==> config.mk <==
export PLATFORM = sky130hd
export DESIGN_NAME = dps_power_state
export DESIGN_NICKNAME = d
export VERILOG_FILES = /design/src/shared/dps_pkg.sv /design/src/shared/dps_cmd_if.sv /design/src/rtl/dps_cmd_decode.sv /design/src/rtl/dps_power_state.sv
export SDC_FILE = /design/constraint.sdc
export NUM_CORES = 1
export LEC_CHECK = 0
export ABC_CLOCK_PERIOD_IN_PS = 2000
export BUFFER_PORTS_ARGS = -buffer_cell sky130_fd_sc_hd__clkbuf_2
export CORE_ASPECT_RATIO = 1.2
export CORE_MARGIN = 2
export CORE_UTILIZATION = 45
export CTS_BUF_LIST = sky130_fd_sc_hd__clkbuf_2
export DETAILED_ROUTE_END_ITERATION = 16
export GPL_ROUTABILITY_DRIVEN = 0
export PLACE_DENSITY = 0.78
export SLEW_MARGIN = 40
export SYNTH_ARGS = -nofsm -noshare
export SYNTH_HDL_FRONTEND = slang
export SYNTH_SLANG_ARGS = --single-unit
==> constraint.sdc <==
create_clock -name clk_sys -period 2 [get_ports clk_sys]
set_clock_uncertainty 0.05 [all_clocks]
set_input_delay 0.3 -clock clk_sys [delete_from_list [all_inputs] [get_ports clk_sys]]
set_output_delay 0.3 -clock clk_sys [all_outputs]
set_load 0.05 [all_outputs]
==> src/shared/dps_pkg.sv <==
package dps_pkg;
    // =====================================================
    // state and command encodings
    typedef enum logic [2:0] {
        ST_IDLE    = 3'b000,
        ST_ACTIVE  = 3'b001,
        ST_BUSY    = 3'b010,
        ST_REFRESH = 3'b011,
        ST_PPD     = 3'b100,
        ST_APD     = 3'b101,
        ST_SREF    = 3'b110
    } dps_state_e;
    typedef enum logic [2:0] {
        CMD_NOP = 3'b000,
        CMD_REF = 3'b001,
        CMD_MRS = 3'b010,
        CMD_ACT = 3'b011,
        CMD_RD  = 3'b100,
        CMD_WR  = 3'b101,
        CMD_PRE = 3'b110,
        CMD_OTH = 3'b111
    } dps_cmd_e;
    // =====================================================
    // mode and timing constants
    localparam int          MR_DLL_OFF_BIT = 0;
    localparam logic [1:0]  MR1_SEL        = 2'h1;
    localparam logic [3:0]  DLL_OFF_CL     = 4'h6;
    localparam logic [3:0]  DLL_OFF_CWL    = 4'h6;
    localparam logic        DLL_OFF_RST    = 1'b0;
    localparam int          REF_BUSY_CYC   = 8;
    localparam int          BURST_CYC      = 4;
endpackage : dps_pkg

==> src/shared/dps_cmd_if.sv <==
interface dps_cmd_if;
    import dps_pkg::*;
    logic     cke;
    logic     ckePrev;
    dps_cmd_e cmd;
    logic     isNop;
    modport src (output cke, ckePrev, cmd, isNop);
    modport dst (input cke, ckePrev, cmd, isNop);
endinterface : dps_cmd_if

==> src/rtl/dps_cmd_decode.sv <==
module dps_cmd_decode
    import dps_pkg::*;
(
    // clock and reset
    input  wire logic clk_sys,
    input  wire logic reset,
    // pins
    input  wire logic ckePin,
    input  wire logic csN,
    input  wire logic rasN,
    input  wire logic casN,
    input  wire logic weN,
    // decoded
    dps_cmd_if.src    cmdOut
);
    import dps_pkg::*;
    logic [4:0] sync1_r;
    logic [4:0] sync2_r;
    logic       ckeD_r;
    logic [2:0] pinCode;
    always_ff @(posedge clk_sys or posedge reset) begin
        if (reset) begin
            sync1_r <= 5'h1F;
            sync2_r <= 5'h1F;
            ckeD_r  <= 1'b1;
        end else begin
            sync1_r <= {ckePin, csN, rasN, casN, weN};
            sync2_r <= sync1_r;
            ckeD_r  <= sync2_r[4];
        end
    end
    assign pinCode        = sync2_r[2:0];
    assign cmdOut.cke     = sync2_r[4];
    assign cmdOut.ckePrev = ckeD_r;
    // deselect or nop decode
    assign cmdOut.isNop   = sync2_r[3] || (pinCode == 3'h7);
    always_comb begin
        if (cmdOut.isNop) cmdOut.cmd = CMD_NOP;
        else begin
            unique case (pinCode)
                3'h0:    cmdOut.cmd = CMD_MRS;
                3'h1:    cmdOut.cmd = CMD_REF;
                3'h2:    cmdOut.cmd = CMD_PRE;
                3'h3:    cmdOut.cmd = CMD_ACT;
                3'h4:    cmdOut.cmd = CMD_WR;
                3'h5:    cmdOut.cmd = CMD_RD;
                3'h6:    cmdOut.cmd = CMD_OTH;
                default: cmdOut.cmd = CMD_NOP;
            endcase
        end
    end
endmodule : dps_cmd_decode

==> src/rtl/dps_power_state.sv <==
module dps_power_state
    import dps_pkg::*;
(
    // clock and reset
    input  wire logic       clk_sys,
    input  wire logic       reset,
    // command pins and side inputs
    input  wire logic       ckePin,
    input  wire logic       csN,
    input  wire logic       rasN,
    input  wire logic       casN,
    input  wire logic       weN,
    input  wire logic [1:0] mrSel,
    input  wire logic [3:0] mrData,
    input  wire logic       bankOpen,
    input  wire logic [3:0] casLat,
    input  wire logic [3:0] addLat,
    // status
    output dps_pkg::dps_state_e stateOut,
    output logic            dllOff,
    output logic            odtEnable,
    output logic            refreshActive,
    output logic [4:0]      strobeDelay,
    output logic            latencyOk
);
    import dps_pkg::*;
    dps_cmd_if cmdBus ();
    dps_cmd_decode uDec (
        .clk_sys (clk_sys),
        .reset   (reset),
        .ckePin  (ckePin),
        .csN     (csN),
        .rasN    (rasN),
        .casN    (casN),
        .weN     (weN),
        .cmdOut  (cmdBus)
    );
    // =====================================================
    // synchronised side inputs
    logic [10:0] side1_r;
    logic [10:0] side2_r;
    always_ff @(posedge clk_sys or posedge reset) begin
        if (reset) begin
            side1_r <= 11'h000;
            side2_r <= 11'h000;
        end else begin
            side1_r <= {bankOpen, casLat, addLat, mrSel};
            side2_r <= side1_r;
        end
    end
    logic       bankOpenS;
    logic [3:0] clS;
    logic [3:0] alS;
    logic [1:0] mrSelS;
    assign {bankOpenS, clS, alS, mrSelS} = side2_r;
    logic [3:0] mrDat1_r;
    logic [3:0] mrDat2_r;
    always_ff @(posedge clk_sys or posedge reset) begin
        if (reset) begin
            mrDat1_r <= 4'h0;
            mrDat2_r <= 4'h0;
        end else begin
            mrDat1_r <= mrData;
            mrDat2_r <= mrDat1_r;
        end
    end
    // =====================================================
    // transition decode
    dps_state_e state_r, state_nxt;
    logic [3:0] busy_r, busy_nxt;
    logic ckeFall, ckeRise, ckeLow;
    assign ckeFall = cmdBus.ckePrev && !cmdBus.cke;
    assign ckeRise = !cmdBus.ckePrev && cmdBus.cke;
    assign ckeLow  = !cmdBus.ckePrev && !cmdBus.cke;
    function automatic dps_state_e pdTarget(input logic open);
        return open ? ST_APD : ST_PPD;
    endfunction : pdTarget
    always_comb begin
        state_nxt = state_r;
        busy_nxt  = (busy_r != 4'h0) ? busy_r - 4'h1 : 4'h0;
        unique case (state_r)
            ST_PPD, ST_APD: begin
                if (ckeRise && cmdBus.isNop) state_nxt = bankOpenS ? ST_ACTIVE : ST_IDLE;
            end
            ST_SREF: begin
                if (cmdBus.cke) state_nxt = ST_IDLE;
            end
            ST_IDLE: begin
                if (ckeFall && cmdBus.cmd == CMD_REF) state_nxt = ST_SREF;
                else if (ckeFall && cmdBus.isNop) state_nxt = ST_PPD;
                else if (!ckeLow && cmdBus.cmd == CMD_REF) begin
                    state_nxt = ST_REFRESH;
                    busy_nxt  = 4'(REF_BUSY_CYC);
                end else if (cmdBus.cmd == CMD_ACT) state_nxt = ST_ACTIVE;
            end
            ST_ACTIVE: begin
                if (ckeFall && cmdBus.isNop) state_nxt = ST_APD;
                else if (cmdBus.cmd inside {CMD_RD, CMD_WR, CMD_PRE}) begin
                    state_nxt = ST_BUSY;
                    busy_nxt  = 4'(BURST_CYC);
                end
            end
            ST_BUSY: begin
                if (ckeFall && cmdBus.isNop) state_nxt = pdTarget(bankOpenS);
                else if (busy_r == 4'h0) state_nxt = bankOpenS ? ST_ACTIVE : ST_IDLE;
            end
            ST_REFRESH: begin
                if (ckeFall && cmdBus.isNop) state_nxt = ST_PPD;
                else if (busy_r == 4'h0) state_nxt = ST_IDLE;
            end
            default: state_nxt = ST_IDLE;
        endcase
    end
    // =====================================================
    // state and mode registers
    logic dllOff_r, dllOff_nxt;
    assign dllOff_nxt = (cmdBus.cmd == CMD_MRS && state_r == ST_IDLE && mrSelS == MR1_SEL)
                        ? mrDat2_r[MR_DLL_OFF_BIT] : dllOff_r;
    always_ff @(posedge clk_sys or posedge reset) begin
        if (reset) begin
            state_r  <= ST_IDLE;
            busy_r   <= 4'h0;
            dllOff_r <= DLL_OFF_RST;
        end else begin
            state_r  <= state_nxt;
            busy_r   <= busy_nxt;
            dllOff_r <= dllOff_nxt;
        end
    end
    // =====================================================
    // outputs
    logic [4:0] latSum;
    assign latSum        = 5'(alS) + 5'(clS);
    assign stateOut      = state_r;
    assign dllOff        = dllOff_r;
    assign odtEnable     = (state_r != ST_SREF);
    assign refreshActive = (state_r == ST_REFRESH);
    assign latencyOk     = !dllOff_r || (clS == DLL_OFF_CL);
    logic [4:0] strobe_r;
    always_ff @(posedge clk_sys or posedge reset) begin
        if (reset) strobe_r <= 5'h00;
        else strobe_r <= dllOff_r ? latSum - 5'h01 : latSum;
    end
    assign strobeDelay = strobe_r;
    // =====================================================
    // checks
    AST_NO_REF_PD: assert property (@(posedge clk_sys) disable iff (reset)
        (state_r inside {ST_PPD, ST_APD}) |-> !refreshActive)
        else $error("refresh while powered down");
    AST_SREF_ODT: assert property (@(posedge clk_sys) disable iff (reset)
        (state_r == ST_SREF) |-> !odtEnable)
        else $error("odt on in self refresh");
    AST_SREF_ENTRY: assert property (@(posedge clk_sys) disable iff (reset)
        (state_r == ST_IDLE && ckeFall && cmdBus.cmd == CMD_REF) |=> state_r == ST_SREF)
        else $error("self refresh not entered");
    AST_SREF_FROM_IDLE: assert property (@(posedge clk_sys) disable iff (reset)
        ($rose(state_r == ST_SREF)) |-> $past(state_r) == ST_IDLE)
        else $error("self refresh from non idle");
    AST_APD_ENTRY: assert property (@(posedge clk_sys) disable iff (reset)
        (state_r == ST_ACTIVE && ckeFall && cmdBus.isNop) |=> state_r == ST_APD)
        else $error("active power down missed");
    AST_BUSY_PD: assert property (@(posedge clk_sys) disable iff (reset)
        (state_r == ST_BUSY && ckeFall && cmdBus.isNop) |=> state_r == (bankOpenS ? ST_APD : ST_PPD))
        else $error("wrong power down kind");
    AST_PD_HOLD: assert property (@(posedge clk_sys) disable iff (reset)
        (state_r inside {ST_PPD, ST_APD} && ckeLow) |=> state_r == $past(state_r))
        else $error("power down left on low cke");
    AST_STROBE: assert property (@(posedge clk_sys) disable iff (reset)
        dllOff_r |=> strobe_r == $past(latSum) - 5'h01)
        else $error("strobe reference wrong");
    AST_IDLE_CKE: assert property (@(posedge clk_sys) disable iff (reset)
        ($rose(state_r == ST_IDLE) && $past(state_r) inside {ST_PPD, ST_APD}) |-> $past(cmdBus.cke))
        else $error("idle with cke low");
endmodule : dps_power_state

==> Yosys cells after proc, flatten, opt, wreduce, memory -nomap -nowiden <==
Cells that the tools add are included.
{ "totals": {"inputBits": 22, "out_inout_bits": 12, "memories": 0, "latch_bits": 0, "mem_bits_ro": 0, "reg_bits": 48, "wordCells": 89, "mem_bits_rw": 0} }
{ "op_classes": {"magnitude_cmp": 0, "eq_ne": 28, "shifts": 0, "bitwise_logic": 0, "add_sub_neg": 3, "muxes": 25, "div_mod_pow": 0, "n_reduce_logical": 22, "mul": 0} }
{ "op_table": {"columns": ["cell", "count"], "rows": [
  ["$mux 3", 13],
  ["$eq 3x3->1 const B", 10],
  ["$mux 4", 6],
  ["$pmux 3 s7", 1],
  ["$eq 3x2->1 const B", 6],
  ["$pmux 3 s6", 1],
  ["$eq 3x1->1 const B", 3],
  ["$logic_and 1x1->1", 9],
  ["$ne 3x3->1 const B", 3],
  ["$pmux 4 s2", 1],
  ["$logic_not 3->1", 2],
  ["$reduce_and 6->1", 1],
  ["$add 4x4->5", 1],
  ["$mux 5", 1],
  ["$ne 5x5->1 const B", 1],
  ["$sub 5x1->5 const B", 1],
  ["$eq 4x3->1 const B", 1],
  ["$logic_not 1->1", 4],
  ["$logic_not 4->1", 1],
  ["$reduce_bool 4->1", 1],
  ["$sub 4x1->4 const B", 1],
  ["$ne 3x1->1 const B", 1],
  ["$reduce_bool 3->1", 1],
  ["$eq 2x1->1 const B", 1],
  ["5 further kinds", 7]
]} }

==> Longest topological paths before layout <==
{ "logic_depth": {"ltp_word": 9, "ltp_mapped": 7, "ltp_nobuf": 7} }

==> By module <==
From an unflattened synthesis, not the netlist that was laid out.
{ "hier_totals": {"cells_unflattened": 140, "area_unflattened_um2": 1860.5} }
{ "by_module_without_submodules": {"columns": ["module", "seq_area_each_um2", "area_per_inst_um2", "instances", "cells_per_inst"], "rows": [
  ["dps_power_state", 925.9, 1511.4, 1, 120],
  ["dps_cmd_decode", 289.0, 349.1, 1, 20]
]} }

==> Worst setup path before layout <==
OpenSTA, ideal clock, no wires.
{ "synth_timing": {"kind": "register to output", "from": "register state_r[0], in the netlist stateOut[0]", "to": "output refreshActive", "t_required_ns": 1.650, "setup_slack_ns": -0.054, "path_buffers": 1, "path_stages_with_launch": 4, "arrival_ns": 1.704, "cell_sequence": "dfrtp_1 > clkbuf_1 > nand2_1 > nor2_1"} }
{ "synth_via": {"elab_chain_len": 1} }
{ "synth_lines": {"columns": ["item", "line_no", "rtl"], "rows": [
  ["from (decl)", "dps_power_state.sv:69", "dps_state_e state_r, state_nxt;"],
  ["from (signal assigned)", "dps_power_state.sv:125", "state_r <= state_nxt;"],
  ["$eq 3x2->1", "dps_power_state.sv:137", "assign refreshActive = (state_r == ST_REFRESH);"],
  ["to (decl)", "dps_power_state.sv:22", "output logic refreshActive,"]
]} }
No other way between the ends.

==> Worst setup path in the final report <==
{ "layout_timing": {"from": "register uDec.sync2_r[4]", "to": "register state_r[0], in the netlist stateOut[0]"} }
{ "layout_via": {"elab_chain_len": 8, "elab_cells_between_ends": 23, "cone_classes": "eq/ne (6); mux (7); reduce/logical (10)"} }
{ "layout_lines": {"columns": ["item", "line_no", "rtl"], "rows": [
  ["from (decl)", "dps_cmd_decode.sv:18", "logic [4:0] sync2_r;"],
  ["from (signal assigned)", "dps_cmd_decode.sv:28", "sync2_r <= sync1_r;"],
  ["$logic_not 1->1", "dps_power_state.sv:72, dps_power_state.sv:74", null],
  ["$logic_and 1x1->1", "dps_power_state.sv:74", "assign ckeLow = !cmdBus.ckePrev && !cmdBus.cke;"],
  ["$logic_not 1->1", "dps_power_state.sv:91", "else if (!ckeLow && cmdBus.cmd == CMD_REF) begin"],
  ["$logic_and 1x1->1", "dps_power_state.sv:91", null],
  ["$mux 3", "dps_power_state.sv:91", null],
  ["$mux 3", "dps_power_state.sv:90", "else if (ckeFall && cmdBus.isNop) state_nxt = ST_PPD;"],
  ["$mux 3", "dps_power_state.sv:89", "if (ckeFall && cmdBus.cmd == CMD_REF) state_nxt = ST_SREF;"],
  ["$pmux 3 s6", "dps_power_state.sv:81", "unique case (state_r)"]
]} }
Parallel ways exist; a longest one is shown, timed or not.
A chain may end at the register's enable or synchronous reset.

==> reports/qor.yml <==
outcome: "finished clean"
powerDensity_mw_per_mm2: 1150
yosysSeqAreaShare: 0.635
cap_violations: 0
total_leakage_power_nw: 1.08
ant_nets: 0
r2r_start: "uDec.sync2_r[4]"
cts-root-buf: "clkbuf_2"
final_nets: 225
worstPathRequired_ns: 2.28
fp.dieH_um: 75.4
wire_per_inst_um: 12.0
worst-path-buf-inv: 0
grt_pass1_wl_mm: 5.04
multi_input_area_um2: 654
cts_sinks: 48
num-fill-cells: 330
first_pass_iters: 4
synth.ff_latch_count: 48
yosysWarnings: 0
power_frac_comb: 0.348
routed_wl_mm: 3.01
path_cells: "and3b_1, a41oi_1, nand3_2, o311ai_4, mux2_1"
num_rows: 25
pwr-share-clk: 0.196
switching_share: 0.380
endpoint_kind: "flip-flop"
async_flop_share: 1.00
syn_area_per_cell_um2: 13.5
synthesis.area_mm2: 0.00191
synth-compound-area-share: 0.116
track_usage: 0.140
whs_ns: 0.325
synth-xor-area-share: 0.0275
cp_max_fo: 9
drc: 0
antennaDiodeCount: 0
p_seq_frac: 0.455
antenna_found_initial: 0
synth_top_family_by_area: "compound AO/OA/AOI/OAI gates"
drtIter0Drc: 45
die_x_um: 63.5
synth_ff_type: "dfrtp_1"
start_util: 0.478
grt-ovfl-total: 0
cts.clk_slew.worst_paths_ns: 0.25
intPower_mw: 1.71
startpoint_type: "flip-flop"
hp-class: "reg2reg"
grt_setup_unrepaired: "no"
switchingPower_mw: 1.05
dpl-instance-area_mm2: 0.00214
setup_violations: 0
ioPinCount: 34
drv_slew: 0
fin_total_pwr_mw: 2.75
max_freq_mhz: 529
final.setup.tns_ns: 0
cts_setup_buffers: 0
worst_pin_slew_ns: 0.437
cpLargestDelayFamily: "flip-flops"
port_buffers: 30
cts_max_path_buffers: 2
worstHoldStart: "uDec.sync1_r[0]"
synth_adder_area_share: 0.0497
cts_made_buffers: 5
cp_slowest_cell: "dfstp_2"
seqCellArea_mm2: 0.00122
grt_pass1_vias: 1233
finalHoldViolCount: 0
synth_top_area_share: 0.484
crit_start: "uDec.sync2_r[4]"
dp_hpwl_mm: 2.11
final_area_mm2: 0.00239
synth.area.mux_share: 0.0340
synth_edf_count: 0
detail_route.vias_per_cell: 4.82
period_share: 0.946
fin_util: 0.598
clk_latency_ns: 0.40
ir_drop_v: 0.000726
synthTopCellsByArea: "dfrtp_1, dfstp_2, ha_1"
path_class: "reg2reg"
slowest_delay_ns: 0.66
drive_above_1_share: 0.325
crit_arrival_ns: 2.17
synth_largest_area_cell: "dfrtp_1"
synth_cell_type_count: 42
area_growth_syn_to_layout_pct: 25.2
core_mm2: 0.00400
min_period_ns: 1.89
synthCells: 142
grt_start_max_net_pins: 49
vias: 1209
cts_tree: "built"
slew_headroom: 0.705
ctsHtreeMaxLevel: 2
syn-num-nets: 171
dieArea_mm2: 0.00479
yosys.area_share.simple: 0.113
## synthesized netlist by cell type, types with 2 or more instances
library cell   n
ha_1           6
a21oi_1        4
nor2_1        13
xnor2_1        4
dfrtp_1       37
xor2_1         2
o21ai_0        6
mux2i_1        2
mux2_1         3
a21o_1         2
o311ai_4       2
nand2b_1       2
o31ai_1        2
nand2_1        8
inv_1          6
nor2b_1        3
nor3_1         4
nand3_1        2
dfstp_2       11
## flip-flops by register name, summed over array words and instances, names as in the netlist, 3 cells and up
signal	flops
busy_r	4
side1_r	11
strobeDelay	5
side2_r	11
uDec.sync2_r	5
stateOut	3
uDec.sync1_r	5
## power groups by stage
stage / registers, mW / logic, mW / clock network [mW]
2_1_floorplan: 1.44 / 0.580 / 0
3_3_place_gp: 1.26 / 0.897 / 0
3_5_place_dp: 1.27 / 0.932 / 0
4_1_cts: 1.25 / 0.965 / 0.561
5_1_grt: 1.28 / 1.04 / 0.602
6_report: 1.25 / 0.959 / 0.541
## per-layer routing
| layer | wire, um | part of all wire | up-vias | global-route usage |
|---|---|---|---|---|
| met5 | 0 | 0 | - | 0 |
| met4 | 40 | 0.013 | 0 | 0.0797 |
| met3 | 77 | 0.026 | 4 | 0.0266 |
| met2 | 1770 | 0.59 | 24 | 0.291 |
| met1 | 1110 | 0.37 | 586 | 0.127 |
| li1 | - | - | 595 | - |
## cells by family (layout without fill, tap and decap cells)
kind of cell	count (synthesis)	after routing
XOR/XNOR	6	6
AO/OA/AOI/OAI	24	24
buffers and inverters	9	64
AND/OR/NAND/NOR	42	42
multiplexers	6	6
flip-flops	48	48
adder cells (fa/ha/maj)	7	7
## layout make-up
type / count / area share
repair buffers: 50 / 0.150
clock buffers: 5 / 0.0105
well taps: 54 / 0.0282
inverters: 6 / 0.00941
clock inverters: 3 / 0.0209
flip-flops and latches: 48 / 0.508
multi-input cells: 85 / 0.273
## worst paths after layout
check,end,slack (ns),cells past startpoint
min,uDec.sync2_r[0],0.32,0
max,stateOut[0],0.11,5
max in group asynchronous,uDec.sync2_r[4],1.26,4
min reg2reg,uDec.sync2_r[0],0.32,0
max reg2reg,stateOut[0],0.11,5
min in group asynchronous,side2_r[10],0.38,4
## placed cells by master (no fill, tap or decap), types with 2 or more instances in the layout
cell type / n
inv_1: 5
nor3_1: 4
nand3_1: 2
xnor2_1: 4
a21oi_1: 4
ha_1: 6
o31ai_1: 2
dlygate4sd3_1: 18
nand2_1: 8
mux2i_1: 2
clkbuf_2: 35
xor2_1: 2
nand2b_1: 2
nor2b_1: 3
o21ai_0: 6
nor2_2: 2
dfrtp_1: 36
dfstp_2: 11
nor2_1: 12
a21o_1: 2
o311ai_4: 2
mux2_1: 3
## what timing repair did
item | 4_1_cts | 5_1_grt
endpoints found under the hold margin | 54 | 0
hold buffers | 18 | 0
endpoints found under the setup margin | 0 | 1
gates resized for setup | 0 | 1
## per-stage QoR
| step | worst slack [ns] | std cells |
|---|---|---|
| 3_3_place_gp | 0.188 | 225 |
| 5_1_grt | 0.00622 | 251 |
| 4_1_cts | 0.0768 | 251 |
| 3_5_place_dp | 0.119 | 225 |
| 2_1_floorplan | 0.0462 | 142 |
| 6_report | 0.109 | 251 |
Power figures use the tool's default switching activity.
